**src/mx_pkg.sv**
```systemverilog
`default_nettype none
package mx_pkg;
  // ---------------------------------------------------------------
  // widths
  // ---------------------------------------------------------------
  localparam int DATA_W   = 8;          // accumulator and file width
  localparam int ADDR_W   = 7;          // file address, 0..127
  localparam int FILE_D   = 128;        // file register depth
  localparam int PRE_W    = 8;          // watchdog prescaler width
  // ---------------------------------------------------------------
  // operands and values
  // ---------------------------------------------------------------
  localparam logic [ADDR_W-1:0] DIR_A_SEL = 7'h05;  // port a direction
  localparam logic [ADDR_W-1:0] DIR_B_SEL = 7'h06;  // port b direction
  localparam logic [ADDR_W-1:0] DIR_C_SEL = 7'h07;  // port c direction
  localparam logic [DATA_W-1:0] WDOG_CLEAR = 8'h00; // watchdog after sleep
  localparam logic [PRE_W-1:0]  PRE_CLEAR = 8'h00;  // prescaler after sleep
  // ---------------------------------------------------------------
  // reset values
  // ---------------------------------------------------------------
  localparam logic [DATA_W-1:0] ACC_RST   = 8'h00;  // accumulator
  localparam logic [DATA_W-1:0] DIR_RST   = 8'hFF;  // all pins input
  localparam logic              EXPIRY_RST = 1'b1;  // expiry flag
  localparam logic              PDOWN_RST  = 1'b1;  // power-down flag
  localparam logic              FLAG_RST  = 1'b0;   // carry, nibble, zero
  // ---------------------------------------------------------------
  // types
  // ---------------------------------------------------------------
  typedef enum logic [3:0] {
    no_op,
    literal_minus_acc_op,
    file_minus_acc_op,
    file_minus_acc_borrow_op,
    nibble_exchange_op,
    literal_xor_op,
    file_xor_op,
    load_direction_op,
    sleep_op
  } mx_op_t;
  typedef enum logic [1:0] {
    st_idle,
    st_exec,
    st_sleep
  } mx_state_t;
endpackage
`default_nettype wire

```
**src/mx_file_ram.sv**
```systemverilog
`timescale 1ns/10ps
`default_nettype none
module mx_file_ram #(
  parameter int DW = 8,
  parameter int AW = 7,
  parameter int DEPTH = 128
) (
  input  wire logic          sys_clk_in,
  input  wire logic [AW-1:0] rd_addr_in,
  output logic      [DW-1:0] rd_data_out,
  input  wire logic          wr_en_in,
  input  wire logic [AW-1:0] wr_addr_in,
  input  wire logic [DW-1:0] wr_data_in
);
  // ---------------------------------------------------------------
  // storage
  // ---------------------------------------------------------------
  // cleared at load so simulation never reads unknowns; there is no reset,
  // so firmware must still write a cell before trusting its contents
  logic [DW-1:0] mem_q [DEPTH] = '{default: '0};  // file registers
  logic [DW-1:0] rd_q;           // registered read word

  // one write port, one registered read port
  always_ff @(posedge sys_clk_in) begin
    if (wr_en_in) begin
      mem_q[wr_addr_in] <= wr_data_in;
    end
    rd_q <= mem_q[rd_addr_in];
  end

  assign rd_data_out = rd_q;
endmodule
`default_nettype wire

```
**src/mx_exec.sv**
```systemverilog
`timescale 1ns/10ps
`default_nettype none
module mx_exec #(
  parameter int PRE_W = mx_pkg::PRE_W
) (
  input  wire logic                      sys_clk_in,
  input  wire logic                      rstn_in,
  input  wire logic                      op_valid_in,
  input  wire mx_pkg::mx_op_t            op_code_in,
  input  wire logic [mx_pkg::DATA_W-1:0] literal_in,
  input  wire logic [mx_pkg::ADDR_W-1:0] file_addr_in,
  input  wire logic                      dest_in,
  input  wire logic                      wake_in,
  output logic                           op_ready_out,
  output logic                           done_out,
  output logic [mx_pkg::DATA_W-1:0]      result_out,
  output logic [mx_pkg::DATA_W-1:0]      acc_out,
  output logic                           carry_out,
  output logic                           nibble_half_flag_out,
  output logic                           zero_out,
  output logic                           watchdog_expiry_flag_out,
  output logic                           power_down_flag_out,
  output logic                           sleeping_out,
  output logic [mx_pkg::DATA_W-1:0]      watchdog_counter_out,
  output logic [PRE_W-1:0]               prescaler_out,
  output logic [mx_pkg::DATA_W-1:0]      port_a_direction_out,
  output logic [mx_pkg::DATA_W-1:0]      port_b_direction_out,
  output logic [mx_pkg::DATA_W-1:0]      port_c_direction_out
);
  // ---------------------------------------------------------------
  // state
  // ---------------------------------------------------------------
  typedef struct packed {
    mx_pkg::mx_state_t         state;   // sequencer
    mx_pkg::mx_op_t            op;      // latched operation
    logic [mx_pkg::DATA_W-1:0] lit;     // latched literal
    logic [mx_pkg::ADDR_W-1:0] addr;    // latched file address
    logic                      dest;    // latched destination bit
    logic [mx_pkg::DATA_W-1:0] acc;     // accumulator
    logic                      carry;   // carry, borrow inverse
    logic                      half;    // nibble half flag
    logic                      zero;    // zero flag
    logic                      expiry;  // watchdog expiry flag
    logic                      pdown;   // power-down flag
    logic [mx_pkg::DATA_W-1:0] wdog;    // watchdog counter
    logic [PRE_W-1:0]          pre;     // watchdog prescaler
    logic [mx_pkg::DATA_W-1:0] dir_a;   // port a direction
    logic [mx_pkg::DATA_W-1:0] dir_b;   // port b direction
    logic [mx_pkg::DATA_W-1:0] dir_c;   // port c direction
    logic [mx_pkg::DATA_W-1:0] res;     // last result
    logic                      done;    // one-cycle completion
    logic                      ready;   // accepting operations
    logic                      asleep;  // halted until wake
    logic [1:0]                wk;      // wake pin synchroniser
  } mx_core_t;

  mx_core_t                  st_q;      // registered state
  mx_core_t                  st_d;      // next state
  logic [mx_pkg::DATA_W-1:0] rd_data;   // file word for the latched address
  logic [mx_pkg::ADDR_W-1:0] rd_addr;   // file read address
  logic                      wr_en;     // file write strobe
  logic [mx_pkg::DATA_W-1:0] alu;       // operation result
  logic                      file_dst;  // result goes to the file

  // file read address: present at accept so data is ready in exec
  assign rd_addr = (st_q.state == mx_pkg::st_idle) ? file_addr_in : st_q.addr;

  // ---------------------------------------------------------------
  // file registers
  // ---------------------------------------------------------------
  mx_file_ram #(
    .DW    (mx_pkg::DATA_W),
    .AW    (mx_pkg::ADDR_W),
    .DEPTH (mx_pkg::FILE_D)
  ) u_file (
    .sys_clk_in  (sys_clk_in),
    .rd_addr_in  (rd_addr),
    .rd_data_out (rd_data),
    .wr_en_in    (wr_en),
    .wr_addr_in  (st_q.addr),
    .wr_data_in  (alu)
  );

  // ---------------------------------------------------------------
  // next state
  // ---------------------------------------------------------------
  always_comb begin
    logic [mx_pkg::DATA_W-1:0] opnd;
    logic                      cin;
    logic [mx_pkg::DATA_W:0]   sum9;
    logic [4:0]                sum5;
    // subtract as opnd + ~acc + cin; carry out is the borrow inverse
    opnd = (st_q.op == mx_pkg::literal_minus_acc_op) ? st_q.lit : rd_data;
    cin = (st_q.op == mx_pkg::file_minus_acc_borrow_op) ? st_q.carry : 1'b1;
    sum9 = {1'b0, opnd} + {1'b0, ~st_q.acc} + {8'h00, cin};
    sum5 = {1'b0, opnd[3:0]} + {1'b0, ~st_q.acc[3:0]} + {4'h0, cin};
    st_d = st_q;
    st_d.done = 1'b0;
    wr_en = 1'b0;
    file_dst = 1'b0;
    alu = 8'h00;
    st_d.wk = {st_q.wk[0], wake_in};
    // watchdog runs in every state; prescaler wrap ticks the counter
    st_d.pre = st_q.pre + 1'b1;
    if (&st_q.pre) begin
      st_d.wdog = st_q.wdog + 1'b1;
    end
    case (st_q.state)
      mx_pkg::st_idle: begin
        // latch the operation; file data arrives next cycle
        if (op_valid_in && op_code_in != mx_pkg::no_op) begin
          st_d.op = op_code_in;
          st_d.lit = literal_in;
          st_d.addr = file_addr_in;
          st_d.dest = dest_in;
          st_d.state = mx_pkg::st_exec;
          st_d.ready = 1'b0;
        end
      end
      mx_pkg::st_exec: begin
        st_d.state = mx_pkg::st_idle;
        st_d.ready = 1'b1;
        st_d.done = 1'b1;
        case (st_q.op)
          mx_pkg::literal_minus_acc_op,
          mx_pkg::file_minus_acc_op,
          mx_pkg::file_minus_acc_borrow_op: begin
            alu = sum9[7:0];
            st_d.carry = sum9[8];
            st_d.half = sum5[4];
            st_d.zero = (alu == 8'h00);
            file_dst = (st_q.op != mx_pkg::literal_minus_acc_op);
          end
          mx_pkg::nibble_exchange_op: begin
            alu = {rd_data[3:0], rd_data[7:4]};
            file_dst = 1'b1;
          end
          mx_pkg::literal_xor_op: begin
            alu = st_q.acc ^ st_q.lit;
            st_d.zero = (alu == 8'h00);
          end
          mx_pkg::file_xor_op: begin
            alu = st_q.acc ^ rd_data;
            st_d.zero = (alu == 8'h00);
            file_dst = 1'b1;
          end
          mx_pkg::load_direction_op: begin
            // other operands load nothing
            alu = st_q.acc;
            if (st_q.addr == mx_pkg::DIR_A_SEL) begin
              st_d.dir_a = st_q.acc;
            end else if (st_q.addr == mx_pkg::DIR_B_SEL) begin
              st_d.dir_b = st_q.acc;
            end else if (st_q.addr == mx_pkg::DIR_C_SEL) begin
              st_d.dir_c = st_q.acc;
            end
          end
          mx_pkg::sleep_op: begin
            st_d.wdog = mx_pkg::WDOG_CLEAR;
            st_d.pre = mx_pkg::PRE_CLEAR;
            st_d.expiry = 1'b1;
            st_d.pdown = 1'b0;
            st_d.state = mx_pkg::st_sleep;
            st_d.asleep = 1'b1;
            st_d.ready = 1'b0;
          end
          default: begin
            alu = st_q.acc;
          end
        endcase
        // destination select for register operand operations
        if (file_dst && st_q.dest) begin
          wr_en = 1'b1;
        end else if (st_q.op != mx_pkg::load_direction_op &&
                     st_q.op != mx_pkg::sleep_op) begin
          st_d.acc = alu;
        end
        st_d.res = alu;
      end
      mx_pkg::st_sleep: begin
        // halted: nothing accepted until the synchronised wake pin
        if (st_q.wk[1]) begin
          st_d.state = mx_pkg::st_idle;
          st_d.ready = 1'b1;
          st_d.asleep = 1'b0;
        end
      end
      default: begin
        st_d.state = mx_pkg::st_idle;
      end
    endcase
  end

  // ---------------------------------------------------------------
  // state register
  // ---------------------------------------------------------------
  always_ff @(posedge sys_clk_in) begin
    if (!rstn_in) begin
      st_q <= '0;
      st_q.state <= mx_pkg::st_idle;
      st_q.op <= mx_pkg::no_op;
      st_q.acc <= mx_pkg::ACC_RST;
      st_q.carry <= mx_pkg::FLAG_RST;
      st_q.half <= mx_pkg::FLAG_RST;
      st_q.zero <= mx_pkg::FLAG_RST;
      st_q.expiry <= mx_pkg::EXPIRY_RST;
      st_q.pdown <= mx_pkg::PDOWN_RST;
      st_q.dir_a <= mx_pkg::DIR_RST;
      st_q.dir_b <= mx_pkg::DIR_RST;
      st_q.dir_c <= mx_pkg::DIR_RST;
      st_q.ready <= 1'b1;
    end else begin
      st_q <= st_d;
    end
  end

  // ---------------------------------------------------------------
  // outputs, all straight from the state register
  // ---------------------------------------------------------------
  assign op_ready_out = st_q.ready;
  assign done_out = st_q.done;
  assign result_out = st_q.res;
  assign acc_out = st_q.acc;
  assign carry_out = st_q.carry;
  assign nibble_half_flag_out = st_q.half;
  assign zero_out = st_q.zero;
  assign watchdog_expiry_flag_out = st_q.expiry;
  assign power_down_flag_out = st_q.pdown;
  assign sleeping_out = st_q.asleep;
  assign watchdog_counter_out = st_q.wdog;
  assign prescaler_out = st_q.pre;
  assign port_a_direction_out = st_q.dir_a;
  assign port_b_direction_out = st_q.dir_b;
  assign port_c_direction_out = st_q.dir_c;

  logic ex;  // executing this cycle
  assign ex = (st_q.state == mx_pkg::st_exec);
endmodule
`default_nettype wire

```
**config.mk**
```make
export PLATFORM = sky130hd
export DESIGN_NAME = mx_exec
export DESIGN_NICKNAME = d
export VERILOG_FILES = /design/src/mx_pkg.sv /design/src/mx_file_ram.sv /design/src/mx_exec.sv
export SDC_FILE = /design/constraint.sdc
export NUM_CORES = 2
export LEC_CHECK = 0
export BUFFER_PORTS_ARGS = -buffer_cell sky130_fd_sc_hd__buf_2
export CELL_PAD_IN_SITES_DETAIL_PLACEMENT = 1
export CELL_PAD_IN_SITES_GLOBAL_PLACEMENT = 1
export CORE_MARGIN = 4
export CORE_UTILIZATION = 30
export CTS_CLUSTER_DIAMETER = 30
export DETAILED_ROUTE_END_ITERATION = 8
export HOLD_SLACK_MARGIN = 0.05
export PLACE_DENSITY_LB_ADDON = 0.05
export SLEW_MARGIN = 20
export SYNTH_ARGS = -nofsm -noshare
export SYNTH_HDL_FRONTEND = slang
export SYNTH_SLANG_ARGS = --single-unit
```
**constraint.sdc**
```tcl
create_clock -name sys_clk_in -period 6.4 [get_ports sys_clk_in]
set_input_delay 0.32 -clock sys_clk_in [delete_from_list [all_inputs] [get_ports sys_clk_in]]
set_output_delay 0.32 -clock sys_clk_in [all_outputs]
set_load 0.05 [all_outputs]
```
==> reports/qor.yml <==
final_util: 0.391
hp-class: "input port to flop"
cpMaxStageDelayCell: "mux2i_4"
critPathMaxFanout: 45
cts_setup_buffers: 0
max_freq_ghz: 0.183
nNetsFinal: 3347
ys_top_cells_by_area: "edfxtp_1 68%, mux4_2 5.2%, dfxtp_1 4.2%, nand2_1 4.0%, mux2i_1 3.8%"
synth_top_area_share: 0.678
syn_area_per_cell_um2: 14.9
initial_core_util: 0.302
antenna_found_initial: 1
layout_common_cells: "1024 x edfxtp_1, 484 x nand2_1, 334 x clkbuf_16"
r2r-end: "u_file.rd_data_out[4]$_DFF_P_"
skew_ns: 0.0638
ys_warn_count: 0
io_pins: 88
hpwlAfterDp_um: 90000
synth_edf_count: 1024
largest_reg_flops: 1024
startpoint_type: "flop"
drt_iter0_drc: 1637
wirelength_um: 151000
hold_violations: 0
die_h_um: 397
root_buffer: "clkbuf_16"
cts.sinks: 1119
crit_path_end_kind: "flop"
io_buffers: 86
overflow: 0
slew_headroom: 0.257
fin_cells: 5569
cp_data_arrival_time_ns: 6.18
syn_inst: 3035
critical_path.most_common_cell: "a21oi_1"
drive_above_1_share: 0.224
max-vdd-ir-drop_mv: 0.286
critical_path_class: "flop to flop"
worstHoldStart: "wake_in"
max_cap_violations: 0
insertion_delay_ns: 0.89
die-area_um2: 157000
drt.antenna.violating_nets: 0
fin_crit_sh: 0.852
r2r_start: "st_q[86]$_SDFFE_PN0P_"
whs_endpoint: "st_d[1]$_SDFF_PN0_"
reg_top3: "u_file.mem_q (1024), st_q (23)"
area_delta_synth_final_pct: 29.3
hold_buffers: 23
hold_ws_ns: 0.245
status: "finished clean"
async_flop_share: 0
synth_area_um2: 45300
clk_pin_slew_ns: 0.04
grt_pass1_wl_um: 218000
cts.path.max_buffers: 4
wire_per_inst_um: 27.0
synth_fp_nets: 3074
drt-pass1-iter-count: 5
r2r_slack_ns: 0.95
place.gp.congestion: 0.782
synth_top_area_cell: "edfxtp_1"
worst_pin_slew_ns: 1.09
required_ns: 7.13
regMostFlops: "u_file.mem_q"
crit_path_max_incr_delay_ns: 0.96
synth.distinct_cells: 65
drv_slew: 0
leakage_nw: 20.2
grt_max_degree: 130
track_usage: 0.190
core-area_um2: 150000
grt_setup_unrepaired: "false"
ys_ff_latch: 1119
cp_cell_sequence: "inv_1 > ha_2 > mux2i_4 > buf_4 > buf_4 > mux4_2 > a21oi_1 > a21oi_1 > a21oi_1 > o221ai_1"
chipWidth_um: 397
cts-buffers-inserted: 324
vias: 27590
placed_cells: 4974
hold_depth: 3
grt_pass1_vias: 30289
tns_ns: 0
cts_tree: "built"
p_total_mw: 25.1
ys_seq_area_frac: 0.720
htreeDepth: 5
drc: 0
p_per_area_nw_per_um2: 429
rr_worst_depth: 10
routed_via_density: 4.95
row_count: 142
layout_commonest_cell: "edfxtp_1"
ctsResizeCount: 0
setup_viol: 0
ys.flop_type: "edfxtp_1"
period_needed_ns: 5.45
==> worst max-delay path by stage <==
stage / startpoint / end
5_1_grt: st_q[86]$_SDFFE_PN0P_ / u_file.rd_data_out[4]$_DFF_P_
6_report: st_q[86]$_SDFFE_PN0P_ / u_file.rd_data_out[4]$_DFF_P_
3_5_place_dp: st_q[86]$_SDFFE_PN0P_ / u_file.rd_data_out[4]$_DFF_P_
4_1_cts: st_q[86]$_SDFFE_PN0P_ / u_file.rd_data_out[4]$_DFF_P_
3_3_place_gp: st_q[86]$_SDFFE_PN0P_ / u_file.rd_data_out[4]$_DFF_P_
2_1_floorplan: st_q[83]$_SDFFE_PN0P_ / u_file.mem_q[0][0]$_DFFE_PP_
==> through the flow <==
step,worst slack [ns],area (µm²)
after detailed placement,0.784,47900
final,0.949,58600
after floorplan,0.0618,45300
after CTS,0.808,58600
after global routing,0.716,58600
after global placement,0.791,47900
==> kinds of logic (layout without fill, tap and decap cells) <==
logic type / count (synthesis) / in the layout / synth area share
fa+ha+maj: 15 / 15 / 0.00447
flops: 1119 / 1119 / 0.720
other cells: 1 / 3 / 0.0000827
compound gates: 450 / 450 / 0.0618
xor+xnor: 33 / 33 / 0.00638
buf+inv: 258 / 774 / 0.0309
mux: 294 / 294 / 0.0947
simple gates: 865 / 865 / 0.0812
==> critical path: cells and delay by family, from the launching register on <==
kind	cells	cell delay (ns)
AOI/OAI and AO/OA	4	1.25
adders and majority gates	1	0.83
buffers and inverters	3	1.28
DFF	1	0.32
muxes	2	1.52
==> power breakdown <==
part           leakage, nW  internal, mW  switching, mW
Sequential            9.77          8.10          0.101
Combinational         5.33         0.568           1.25
Clock                 5.06          10.7           4.41
==> metal layers <==
metal  wire length [µm]  vias up  global-route usage
met2              72000      684               0.310
met1              68300    14448               0.256
met5                  0        -                   0
li1                   -    12185                   -
met3               6950      273              0.0427
met4               3330        0              0.0553
==> cells in the mapped netlist, drive strengths merged, types with 20 or more instances <==
cell and n:
nand2 488, dfxtp 95, nor2 174, nor2b 22, a21boi 23, o22ai 63, inv 20, a21oi 226
mux4 106, buf 133, nor4 67, nor3 42, mux2i 174, o21ai 24, xnor2 22, edfxtp 1024
clkbuf 105, nand3 29
==> area by class of cell <==
type / instances / area [µm²]
Antenna cell: 2 / 5.00
Clock inverter: 187 / 1750
Tap cell: 2016 / 2520
Fill cell: 15052 / 91400
Timing Repair Buffer: 185 / 1480
Inverter: 20 / 75.1
Multi-Input combinational cell: 1658 / 11500
Clock buffer: 382 / 8640
Sequential cell: 1119 / 32700
Power figures use the tool's default switching activity.
